## src/rtl/tlvic_defs.svh

```systemverilog
`ifndef TLVIC_DEFS_SVH
`define TLVIC_DEFS_SVH
// register indices; byte address is four times the index
`define TLVIC_IDX_EXT_FLAGS 8'h91
`define TLVIC_IDX_RELOC 8'h9d
`define TLVIC_IDX_WAKE_MASK 8'h9f
`define TLVIC_IDX_PIN_RISE 8'ha2
`define TLVIC_IDX_PIN_FALL 8'ha3
`define TLVIC_IDX_PIN_FLAGS 8'ha4
`define TLVIC_IDX_BASIC_EN 8'ha8
`define TLVIC_IDX_BASIC_PRIO 8'hb8
`define TLVIC_IDX_STATUS 8'hc5
`define TLVIC_IDX_UNLOCK 8'hc9
`define TLVIC_IDX_EXT_EN 8'he8
`define TLVIC_IDX_EXT_PRIO 8'hf8
// reset values
`define TLVIC_RST_ZERO 8'h00
`define TLVIC_RST_WAKE_MASK 8'hff
// field positions
`define TLVIC_GIE_BIT 7
`define TLVIC_RELOC_BIT 5
`define TLVIC_I2C_MST_FLAG_BIT 0
`define TLVIC_DBG_FLAG_BIT 1
`define TLVIC_BKPT_FLAG_BIT 0
// source indices in natural order, index 0 is position 1
`define TLVIC_SRC_TIMER0 4'd1
`define TLVIC_SRC_TIMER1 4'd3
// vectors
`define TLVIC_VEC_BASE 16'h0003
`define TLVIC_DBG_VEC_LOW 12'h0c0
`define TLVIC_BKPT_VEC_LOW 12'h080
`define TLVIC_NIB_64K 4'hf
`define TLVIC_NIB_48K 4'hb
`define TLVIC_NIB_32K 4'h7
`define TLVIC_NIB_16K 4'h3
`define TLVIC_RELOC_NIBBLE `TLVIC_NIB_32K
// timed write unlock
`define TLVIC_UNLOCK_CYCLES 9'd256
`define TLVIC_UNLOCK_KEY1 8'haa
`define TLVIC_UNLOCK_KEY2 8'h55
`define TLVIC_UNLOCK_CLOSE 8'h00
`endif

```

## src/rtl/tlvic_pkg.sv

```systemverilog
package tlvic_pkg;
	// service classes, ordered so that a larger value preempts a smaller one
	typedef enum logic [1:0] {CLS_NONE, CLS_LOW, CLS_HIGH, CLS_DBG} tlvic_cls_t;
	typedef enum logic {UNLK_IDLE, UNLK_ARMED} tlvic_unlk_t;
endpackage

```

## src/rtl/tlvic_top.sv

```systemverilog
`timescale 1ns/100ps
`include "tlvic_defs.svh"
// Behaviour
// RULE_01: fifteen peripheral sources, each set high or low level by software.
// RULE_02: all request inputs are registered on every rising clock edge first.
// RULE_03: with enabled requests pending, present the vector of the best one.
// RULE_04: high level beats low; within a level lower position wins.
// RULE_05: normal vectors start 0x0003, step 8 per position, up to 0x007B.
// RULE_06: relocated vectors replace the top nibble by the memory-size nibble.
// RULE_07: only timer 0 and timer 1 flags are cleared by hardware on vectoring.
// RULE_08: software writes may clear flags but can never set them.
// RULE_09: debug over breakpoint over all others, vectors X0C0 and X080.
// RULE_10: debug raised on matching id in debug-port mode; breakpoint on match.
// RULE_11: debug and breakpoint ignore the global enable.
// RULE_12: basic enable register layout, global enable gates all peripheral sources.
// RULE_13: extended enable register layout for the eight extended sources.
// RULE_14: priority bits mirror enable positions, one means high, reset zero.
// RULE_15: extended flag bits 7..1 mirror peripheral flags, read-only. Here bit 4 always reads zero.
// RULE_16: i2c master flag at bit 0, sticky until software clears it.
// RULE_17: wake mask resets to ones, selects eight sources that may wake.
// RULE_18: wake always reacts to an edge, even for level interrupts.
// RULE_19: wake ignores interrupt enables; core just resumes if disabled.
// RULE_20: clock restart on wake only while the internal oscillator runs.
// RULE_21: pin groups detect rise, fall or both; same event drives irq and wake.
// RULE_22: wake mask writes only land while the timed unlock is open.
// RULE_23: status shows high and low level service in progress.
// RULE_24: unlock sequence opens a 256 cycle write window.
// RULE_25: relocation select bit moves vectors to the boot area.
// RULE_26: high preempts low service; only debug and breakpoint preempt high service.
// RULE_27: shared vector requested while any sharer's flag is set.
module tlvic_top
	import tlvic_pkg::*;
(
	input wire logic clk_i,
	input wire logic rst_i,
	input wire logic cyc_i,
	input wire logic stb_i,
	input wire logic we_i,
	input wire logic [9:0] adr_i,
	input wire logic [3:0] sel_i,
	input wire logic [31:0] dat_i,
	output logic [31:0] dat_o,
	output logic ack_o,
	input wire logic timer0_overflow_flag_i,
	input wire logic timer1_overflow_flag_i,
	input wire logic timer2_flag_i,
	input wire logic uart0_txrx_flags_i,
	input wire logic uart2_txrx_flags_i,
	input wire logic i2c_master_irq_i,
	input wire logic low_voltage_irq_i,
	input wire logic touch_key_irq_i,
	input wire logic reserved_irq_i,
	input wire logic watchdog_irq_flag_i,
	input wire logic pwm_capture_quad_irq_i,
	input wire logic spi_i2cslave_irq_i,
	input wire logic timers_buzzer_irq_i,
	input wire logic mem_error_irq_i,
	input wire logic [7:0] pin_group0_pins_i,
	input wire logic [7:0] pin_group1_pins_i,
	input wire logic dbg_port_mode_i,
	input wire logic dbg_host_req_i,
	input wire logic [7:0] dbg_host_id_i,
	input wire logic [7:0] dbg_id_cfg_i,
	input wire logic breakpoint_match_i,
	input wire logic irq_ack_i,
	input wire logic irq_return_i,
	input wire logic osc_running_i,
	output logic irq_req_o,
	output logic [15:0] irq_vector_o,
	output logic timer0_flag_clear_o,
	output logic timer1_flag_clear_o,
	output logic wake_o,
	output logic clk_restart_o
);
////////////////////////////////////////////////////////////////////////////////
logic [7:0] basic_en_reg;
logic [6:0] basic_prio_reg;
logic [7:0] ext_en_reg;
logic [7:0] ext_prio_reg;
logic [7:0] wake_mask_reg;
logic [7:0] pin_rise_reg;
logic [7:0] pin_fall_reg;
logic reloc_reg;
logic [1:0] pin_flag_reg;
logic i2c_mst_flag_reg;
logic dbg_flag_reg;
logic bkpt_flag_reg;
logic high_svc_reg;
logic low_svc_reg;
logic dbg_is_reg;
logic [15:0] src_reg;
logic [15:0] src_prev_reg;
logic [15:0] pin_reg;
logic [15:0] pin_prev_reg;
logic i2c_mst_in_reg;
logic dbg_in_reg;
logic bkpt_in_reg;
logic ack_reg;
logic [31:0] dat_reg;
logic req_reg;
logic [15:0] vec_reg;
tlvic_cls_t cls_reg;
logic [3:0] idx_reg;
logic t0_clr_reg;
logic t1_clr_reg;
logic wake_reg;
logic restart_reg;
tlvic_unlk_t unlk_state_reg;
logic [8:0] unlk_cnt_reg;
////////////////////////////////////////////////////////////////////////////////
// bus decode
logic bus_req_w;
logic wr_w;
logic [7:0] idx_w;
logic [7:0] wd_w;
assign bus_req_w = cyc_i & stb_i;
// writes land on the edge where the master sees ack
assign wr_w = bus_req_w & we_i & ack_reg & sel_i[0];
assign idx_w = adr_i[9:2];
assign wd_w = dat_i[7:0];
logic wr_ext_flags_w;
logic wr_status_w;
logic wr_pin_flags_w;
logic wr_unlock_w;
logic unlocked_w;
assign wr_ext_flags_w = wr_w && idx_w == `TLVIC_IDX_EXT_FLAGS;
assign wr_status_w = wr_w && idx_w == `TLVIC_IDX_STATUS;
assign wr_pin_flags_w = wr_w && idx_w == `TLVIC_IDX_PIN_FLAGS;
assign wr_unlock_w = wr_w && idx_w == `TLVIC_IDX_UNLOCK;
assign unlocked_w = unlk_cnt_reg != 9'd0;
////////////////////////////////////////////////////////////////////////////////
// input sampling and pin edge detection
logic [15:0] src_in_w;
logic [15:0] pin_evt_w;
logic [1:0] grp_evt_w;
logic dbg_evt_w;
assign src_in_w = {mem_error_irq_i, timers_buzzer_irq_i, spi_i2cslave_irq_i,
	pwm_capture_quad_irq_i, watchdog_irq_flag_i, reserved_irq_i, touch_key_irq_i,
	low_voltage_irq_i, 1'b0, uart2_txrx_flags_i, timer2_flag_i, uart0_txrx_flags_i,
	timer1_overflow_flag_i, 1'b0, timer0_overflow_flag_i, 1'b0};
assign dbg_evt_w = dbg_port_mode_i & dbg_host_req_i & (dbg_host_id_i == dbg_id_cfg_i); // RULE_10
always_ff @(posedge clk_i) begin
	if (rst_i) begin
		src_reg <= 16'h0000;
		src_prev_reg <= 16'h0000;
		pin_reg <= 16'h0000;
		pin_prev_reg <= 16'h0000;
		i2c_mst_in_reg <= 1'b0;
		dbg_in_reg <= 1'b0;
		bkpt_in_reg <= 1'b0;
	end else begin
		src_reg <= src_in_w; // RULE_02
		src_prev_reg <= src_reg;
		pin_reg <= {pin_group1_pins_i, pin_group0_pins_i}; // RULE_02
		pin_prev_reg <= pin_reg;
		i2c_mst_in_reg <= i2c_master_irq_i;
		dbg_in_reg <= dbg_evt_w;
		bkpt_in_reg <= breakpoint_match_i; // RULE_10
	end
end
genvar g;
generate
	for (g = 0; g < 16; g++) begin : g_pin
		// both groups share one rise and one fall select per pin number
		assign pin_evt_w[g] = (pin_reg[g] & ~pin_prev_reg[g] & pin_rise_reg[g % 8]) |
			(~pin_reg[g] & pin_prev_reg[g] & pin_fall_reg[g % 8]); // RULE_21
	end
endgenerate
assign grp_evt_w = {|pin_evt_w[15:8], |pin_evt_w[7:0]};
////////////////////////////////////////////////////////////////////////////////
// sticky flags: a hardware set beats a software clear in the same cycle
always_ff @(posedge clk_i) begin
	if (rst_i) begin
		pin_flag_reg <= 2'b00;
		i2c_mst_flag_reg <= 1'b0;
		dbg_flag_reg <= 1'b0;
		bkpt_flag_reg <= 1'b0;
	end else begin
		pin_flag_reg <= grp_evt_w | (pin_flag_reg & ~({2{wr_pin_flags_w}} & ~wd_w[1:0])); // RULE_08
		i2c_mst_flag_reg <= i2c_mst_in_reg |
			(i2c_mst_flag_reg & ~(wr_ext_flags_w & ~wd_w[`TLVIC_I2C_MST_FLAG_BIT])); // RULE_16
		dbg_flag_reg <= dbg_in_reg |
			(dbg_flag_reg & ~(wr_status_w & ~wd_w[`TLVIC_DBG_FLAG_BIT])); // RULE_08
		bkpt_flag_reg <= bkpt_in_reg |
			(bkpt_flag_reg & ~(wr_status_w & ~wd_w[`TLVIC_BKPT_FLAG_BIT]));
	end
end
////////////////////////////////////////////////////////////////////////////////
// configuration registers
always_ff @(posedge clk_i) begin
	if (rst_i) begin
		basic_en_reg <= `TLVIC_RST_ZERO;
		basic_prio_reg <= 7'h00;
		ext_en_reg <= `TLVIC_RST_ZERO;
		ext_prio_reg <= `TLVIC_RST_ZERO; // RULE_14
		wake_mask_reg <= `TLVIC_RST_WAKE_MASK; // RULE_17
		pin_rise_reg <= `TLVIC_RST_ZERO;
		pin_fall_reg <= `TLVIC_RST_ZERO;
		reloc_reg <= 1'b0;
	end else if (wr_w) begin
		if (idx_w == `TLVIC_IDX_BASIC_EN)
			basic_en_reg <= wd_w; // RULE_12
		if (idx_w == `TLVIC_IDX_BASIC_PRIO)
			basic_prio_reg <= wd_w[6:0]; // RULE_14
		if (idx_w == `TLVIC_IDX_EXT_EN)
			ext_en_reg <= wd_w; // RULE_13
		if (idx_w == `TLVIC_IDX_EXT_PRIO)
			ext_prio_reg <= wd_w;
		if (idx_w == `TLVIC_IDX_WAKE_MASK && unlocked_w)
			wake_mask_reg <= wd_w; // RULE_22
		if (idx_w == `TLVIC_IDX_PIN_RISE)
			pin_rise_reg <= wd_w;
		if (idx_w == `TLVIC_IDX_PIN_FALL)
			pin_fall_reg <= wd_w;
		if (idx_w == `TLVIC_IDX_RELOC)
			reloc_reg <= wd_w[`TLVIC_RELOC_BIT]; // RULE_25
	end
end
////////////////////////////////////////////////////////////////////////////////
// timed write unlock: key1 then key2 opens or extends, close word shuts it
always_ff @(posedge clk_i) begin
	if (rst_i) begin
		unlk_state_reg <= UNLK_IDLE;
		unlk_cnt_reg <= 9'd0;
	end else if (wr_unlock_w) begin
		case (unlk_state_reg)
			UNLK_IDLE: begin
				unlk_state_reg <= (wd_w == `TLVIC_UNLOCK_KEY1) ? UNLK_ARMED : UNLK_IDLE;
				if (wd_w == `TLVIC_UNLOCK_CLOSE)
					unlk_cnt_reg <= 9'd0;
				else if (unlocked_w)
					unlk_cnt_reg <= unlk_cnt_reg - 9'd1;
			end
			UNLK_ARMED: begin
				unlk_state_reg <= (wd_w == `TLVIC_UNLOCK_KEY1) ? UNLK_ARMED : UNLK_IDLE;
				if (wd_w == `TLVIC_UNLOCK_KEY2)
					unlk_cnt_reg <= `TLVIC_UNLOCK_CYCLES; // RULE_24
				else if (wd_w == `TLVIC_UNLOCK_CLOSE)
					unlk_cnt_reg <= 9'd0;
				else if (unlocked_w)
					unlk_cnt_reg <= unlk_cnt_reg - 9'd1;
			end
			default: begin
				unlk_state_reg <= UNLK_IDLE;
			end
		endcase
	end else if (unlocked_w) begin
		unlk_cnt_reg <= unlk_cnt_reg - 9'd1; // RULE_24
	end
end
////////////////////////////////////////////////////////////////////////////////
// arbitration
logic [15:0] flag_w;
logic [15:0] pend_w;
logic [15:0] en_w;
logic [15:0] prio_w;
logic [15:0] hi_w;
logic [15:0] lo_w;
logic [3:0] hi_idx;
logic [3:0] lo_idx;
// sharers are or-ed by their peripheral, pin group pins here in grp_evt_w; the routine finds the source itself
assign flag_w = {8'h00, i2c_mst_flag_reg, 4'h0, pin_flag_reg[1], 1'b0, pin_flag_reg[0]};
assign pend_w = src_reg | flag_w; // RULE_27
// position 16 (memory error) has no enable bit of its own and stays low level
assign en_w = {1'b1, ext_en_reg, basic_en_reg[6:0]} &
	{16{basic_en_reg[`TLVIC_GIE_BIT]}}; // RULE_12
assign prio_w = {1'b0, ext_prio_reg, basic_prio_reg}; // RULE_01
assign hi_w = pend_w & en_w & prio_w;
assign lo_w = pend_w & en_w & ~prio_w;
always_comb begin
	hi_idx = 4'h0;
	lo_idx = 4'h0;
	for (int i = 15; i >= 0; i--) begin
		if (hi_w[i])
			hi_idx = 4'(i); // RULE_04
		if (lo_w[i])
			lo_idx = 4'(i);
	end
end
tlvic_cls_t win_cls_w;
tlvic_cls_t cur_cls_w;
logic [3:0] win_idx_w;
logic [15:0] per_vec_w;
logic [15:0] vec_w;
logic req_next;
// debug classes bypass the global enable
assign win_cls_w = (dbg_flag_reg | bkpt_flag_reg) ? CLS_DBG :
	(|hi_w) ? CLS_HIGH : (|lo_w) ? CLS_LOW : CLS_NONE; // RULE_11
assign win_idx_w = (|hi_w) ? hi_idx : lo_idx; // RULE_04
assign per_vec_w = `TLVIC_VEC_BASE + {9'h000, win_idx_w, 3'b000}; // RULE_05
assign vec_w = dbg_flag_reg ? {`TLVIC_RELOC_NIBBLE, `TLVIC_DBG_VEC_LOW} :
	bkpt_flag_reg ? {`TLVIC_RELOC_NIBBLE, `TLVIC_BKPT_VEC_LOW} : // RULE_09
	reloc_reg ? {`TLVIC_RELOC_NIBBLE, per_vec_w[11:0]} : per_vec_w; // RULE_06
assign cur_cls_w = dbg_is_reg ? CLS_DBG : high_svc_reg ? CLS_HIGH :
	low_svc_reg ? CLS_LOW : CLS_NONE;
// request only above the level in service; drop for one cycle after ack
assign req_next = (win_cls_w > cur_cls_w) && !irq_ack_i; // RULE_26
always_ff @(posedge clk_i) begin
	if (rst_i) begin
		req_reg <= 1'b0;
		vec_reg <= 16'h0000;
		cls_reg <= CLS_NONE;
		idx_reg <= 4'h0;
	end else begin
		req_reg <= req_next; // RULE_03
		if (!irq_ack_i) begin
			vec_reg <= vec_w;
			cls_reg <= win_cls_w;
			idx_reg <= win_idx_w;
		end
	end
end
////////////////////////////////////////////////////////////////////////////////
// service tracking and hardware flag clear
logic take_w;
logic per_take_w;
assign take_w = irq_ack_i & req_reg;
assign per_take_w = take_w && (cls_reg == CLS_HIGH || cls_reg == CLS_LOW);
always_ff @(posedge clk_i) begin
	if (rst_i) begin
		high_svc_reg <= 1'b0;
		low_svc_reg <= 1'b0;
		dbg_is_reg <= 1'b0;
		t0_clr_reg <= 1'b0;
		t1_clr_reg <= 1'b0;
	end else begin
		t0_clr_reg <= per_take_w && idx_reg == `TLVIC_SRC_TIMER0; // RULE_07
		t1_clr_reg <= per_take_w && idx_reg == `TLVIC_SRC_TIMER1;
		if (take_w) begin
			case (cls_reg)
				CLS_DBG: dbg_is_reg <= 1'b1;
				CLS_HIGH: high_svc_reg <= 1'b1; // RULE_23
				CLS_LOW: low_svc_reg <= 1'b1;
				default: low_svc_reg <= low_svc_reg;
			endcase
		end else if (irq_return_i) begin
			// the innermost routine is the one that returns
			if (dbg_is_reg)
				dbg_is_reg <= 1'b0;
			else if (high_svc_reg)
				high_svc_reg <= 1'b0;
			else
				low_svc_reg <= 1'b0;
		end
	end
end
////////////////////////////////////////////////////////////////////////////////
// wake: edges only, no enable involved; stop-mode clocking is outside
logic [15:0] src_rise_w;
logic [7:0] wake_src_w;
assign src_rise_w = src_reg & ~src_prev_reg;
assign wake_src_w = {src_rise_w[14], src_rise_w[13], src_rise_w[12], src_rise_w[10],
	src_rise_w[9], src_rise_w[8], grp_evt_w}; // RULE_18
always_ff @(posedge clk_i) begin
	if (rst_i) begin
		wake_reg <= 1'b0;
		restart_reg <= 1'b0;
	end else begin
		wake_reg <= |(wake_src_w & wake_mask_reg); // RULE_19
		restart_reg <= (|(wake_src_w & wake_mask_reg)) & osc_running_i; // RULE_20
	end
end
////////////////////////////////////////////////////////////////////////////////
// read mux; unmapped indices answer with zero
logic [7:0] ext_flags_w;
logic [7:0] status_w;
logic [7:0] rd_w;
assign ext_flags_w = {src_reg[14:12], 1'b0, src_reg[10:8], i2c_mst_flag_reg}; // RULE_15
assign status_w = {high_svc_reg, low_svc_reg, dbg_is_reg, 3'b000, dbg_flag_reg, bkpt_flag_reg};
assign rd_w = (idx_w == `TLVIC_IDX_EXT_FLAGS) ? ext_flags_w :
	(idx_w == `TLVIC_IDX_RELOC) ? {2'b00, reloc_reg, 5'h00} :
	(idx_w == `TLVIC_IDX_WAKE_MASK) ? wake_mask_reg :
	(idx_w == `TLVIC_IDX_PIN_RISE) ? pin_rise_reg :
	(idx_w == `TLVIC_IDX_PIN_FALL) ? pin_fall_reg :
	(idx_w == `TLVIC_IDX_PIN_FLAGS) ? {6'h00, pin_flag_reg} :
	(idx_w == `TLVIC_IDX_BASIC_EN) ? basic_en_reg :
	(idx_w == `TLVIC_IDX_BASIC_PRIO) ? {1'b0, basic_prio_reg} :
	(idx_w == `TLVIC_IDX_STATUS) ? status_w : // RULE_23
	(idx_w == `TLVIC_IDX_UNLOCK) ? {7'h00, unlocked_w} :
	(idx_w == `TLVIC_IDX_EXT_EN) ? ext_en_reg :
	(idx_w == `TLVIC_IDX_EXT_PRIO) ? ext_prio_reg : 8'h00;
always_ff @(posedge clk_i) begin
	if (rst_i) begin
		ack_reg <= 1'b0;
		dat_reg <= 32'h00000000;
	end else begin
		ack_reg <= bus_req_w & ~ack_reg;
		if (bus_req_w & ~ack_reg)
			dat_reg <= {24'h000000, rd_w};
	end
end
assign ack_o = ack_reg;
assign dat_o = dat_reg;
assign irq_req_o = req_reg;
assign irq_vector_o = vec_reg;
assign timer0_flag_clear_o = t0_clr_reg;
assign timer1_flag_clear_o = t1_clr_reg;
assign wake_o = wake_reg;
assign clk_restart_o = restart_reg;
endmodule // tlvic_top

```

## config.mk

```make
export PLATFORM = sky130hd
export DESIGN_NAME = tlvic_top
export DESIGN_NICKNAME = d
export VERILOG_FILES = /design/src/rtl/tlvic_pkg.sv /design/src/rtl/tlvic_top.sv
export VERILOG_INCLUDE_DIRS = /design/src /design/src/rtl
export SDC_FILE = /design/constraint.sdc
export NUM_CORES = 1
export LEC_CHECK = 0
export ABC_CLOCK_PERIOD_IN_PS = 6600
export BUFFER_PORTS_ARGS = -buffer_cell sky130_fd_sc_hd__clkbuf_2
export CORE_AREA = 2 2 138 194
export CTS_BUF_LIST = sky130_fd_sc_hd__clkbuf_16
export DETAILED_ROUTE_END_ITERATION = 12
export DIE_AREA = 0 0 140 196
export GPL_TIMING_DRIVEN = 0
export PLACE_DENSITY = 0.6
export SYNTH_ARGS = -nofsm -noshare
export SYNTH_HDL_FRONTEND = slang
export SYNTH_SLANG_ARGS = --single-unit
```

## constraint.sdc

```tcl
create_clock -name clk_i -period 6.6 [get_ports clk_i]
set_input_delay 0.99 -clock clk_i [delete_from_list [all_inputs] [get_ports clk_i]]
set_output_delay 0.99 -clock clk_i [all_outputs]
set_load 0.005 [all_outputs]
```

==> metrics.csv <==
stage;metric;value;unit
drt;wirelength;25400;um
critical_path;critPathSlowestCell;o41ai_1;
clock_network;numCtsBuffers;17;
clock_network;cts.clk_slew.worst_paths;0.08;ns
grt;overflow;0;
job;maxCapViolCount;0;
critical_path;critPathLaunchType;register;
grt;grt_pass1_wl;38600;um
synthesis;ys.flop_type;dfxtp_1;
clock_network;holdBufCountCts;0;
critical_path;crit_type;register to register;
sta;tns;0;ns
synthesis;yosys-top-cells-area;dfxtp_1 41%, nor2b_1 5.6%, mux2i_1 5.2%, nor2_1 4.7%, nand2_1 4.1%;
final_layout;layout_commonest_cell;dfxtp_1;
clock_network;cts_sinks;155;
synthesis;ys_async_sr_fraction;0;%
synthesis;synth_edf_count;0;
sta;worstMarginPinSlew;0.869;ns
sta;setup_viol;0;
drt;wl_per_cell;18.7;um
synthesis;yosys_register_bits;155;
final_layout;final_layout_size_suffix_gt1_share;19.2;%
clock_network;clockRootBuffer;clkbuf_16;
min_path;hp-class;register to register;
synthesis;synthCells;881;
synthesis;yosys.area.top_type_share;40.6;%
clock_network;ctsResizeCount;0;
clock_network;htree_levels;4;
die;die-area;27400;sq um
synthesis;netlist-cell-type-count;79;
drt;drc;15;
critical_path;worstSetupEndpointType;register;
critical_path;rrSetupSlack;3.73;ns
synthesis;yosysSeqAreaShare;40.6;%
power_and_ir_drop;power.density;250;nW/um^2
final_layout;antenna_cells;0;
power_and_ir_drop;leakage;3.71;nW
run_status;violations;design-rule violations;
die;initial_core_util;29.6;%
placement;hpwl;19400;um
die;core;25800;sq um
die;die_y;196;um
placement;place.port_buffers;91;
synthesis;synth_area;7640;sq um
placement;place.gp.congestion;0.933;
sta;fmax;348;MHz
synthesis;yosys_warnings;0;
sta;hold_viol_final;0;
critical_path;critPathMaxFanout;5;
final_layout;final_net_count;1129;
grt;grt_max_degree;17;
clock_network;insertion_delay;0.45;ns
critical_path;path_cells;and3b_1 > o41ai_1 > nand4_1 > a21boi_0 > ha_1 > a2111oi_0;
die;num_io_pins;157;
final_layout;final_cell_mix;155 x dfxtp_1, 96 x nor2_1, 91 x clkbuf_2;
grt;grtUsageTotal;18.5;%
clock_network;clockBufferDepth;2;
critical_path;cp_num_buf_inv;0;
grt;grt_pass1_vias;6777;
critical_path;cp_top_family;compound AO/OA/AOI/OAI gates;
sta;period_share;43.5;%
die;rows;70;
sta;rsz0062_at_grt;no;
sta;fin_crit;2.87;ns
grt;antenna_found_initial;0;
critical_path;max_stage_delay;0.75;ns
sta;skew;0.0172;ns
sta;slew_headroom;42.1;%
synthesis;avgSynthCellArea;8.68;sq um
drt;drtIter0Drc;431;
synthesis;yosys.area.top_type;dfxtp_1;
run_status;status;finished with violations;
clock_network;cts_setup_buffers;0;
clock_network;cts_tree;done;
die;die_x;140;um
final_layout;area_delta_synth_final;20.6;%
sta;slew_violations;0;
power_and_ir_drop;peakVddDrop;0.184;mV
critical_path;cp.required;6.91;ns
drt;vias;6920;
drt;dr.pass1.iters;9;
placement;place_inst;1325;
critical_path;arrival;3.18;ns
drt;via_per_inst;5.10;
final_layout;fillerInstances;2657;
drt;ant_nets;0;
final_layout;finalNonFillerCells;1357;
worst paths after layout:
kind / end / cells after the start / start
worst max-delay path: irq_req_o / 6 / ext_prio_reg[7]
worst min-delay path: timer0_flag_clear_o / 1 / idx_reg[1]
worst max register to register: irq_req_o / 6 / ext_prio_reg[7]
worst min register to register: timer0_flag_clear_o / 1 / idx_reg[1]
kinds of logic (layout without fill, tap and decap cells):
family,Yosys count,count (layout),synth area share [%]
adder cells (fa/ha/maj),6,6,0.982
AO/OA/AOI/OAI,168,168,14.6
AND/OR/NAND/NOR,401,401,29.4
flip-flops,155,155,40.6
buffers and inverters,96,219,7.55
XOR/XNOR,12,12,1.38
multiplexers,42,42,5.53
other,1,30,0.0491
where the power goes:
part	internal [mW]	total, mW	switching, mW	leakage [nW]
sequential	0.978	1.02	0.0389	1.27
combinational	0.119	0.270	0.151	2.15
clock	0.572	1.02	0.445	0.294
metal layers:
layer / share of wire [%] / track usage [%] / vias up / wire length [um]
met5: 0 / 0 / - / 0
met3: 5.5 / 3.42 / 59 / 1390
li1: - / - / 3367 / -
met1: 39 / 20.1 / 3245 / 9840
met4: 4.0 / 8.98 / 0 / 1020
met2: 52 / 34.5 / 249 / 13100
per-stage QoR:
stage	util, %	hold slack [ns]	area [sq um]	total power [mW]	worst slack [ns]
finish	35.7	0.415	9220	2.30	3.73
global route	35.7	0.439	9220	2.40	3.58
CTS	35.7	0.416	9220	2.32	3.78
detailed placement	33.3	0.405	8610	1.31	3.51
global placement	33.3	0.396	8610	1.30	3.51
floorplan	-	0.392	7750	1.21	3.98
synth_stat cells, types with 8 or more instances:
master and instances:
a211o_1 10, a211oi_1 12, a21oi_1 44, and4b_1 8, buf_4 34, clkbuf_1 25
dfxtp_1 155, inv_1 17, mux2i_1 40, nand2_1 83, nand3_1 14, nand3b_1 22
nand4_1 29, nor2_1 96, nor2b_1 69, nor3_1 9, nor4_1 9, o21ai_0 32
o22ai_1 12
area by class of cell:
cell class	instances	area, sq um	share of cell area, %
flip-flops and latches	155	3100	33.7
repair buffers	91	455	4.94
plain buffers	79	513	5.56
clock buffers	17	425	4.61
well taps	324	405	4.40
clock inverters	15	180	1.95
inverters	17	63.8	0.692
multi-input cells	659	4070	44.2
(Power assumes the default switching activity.)
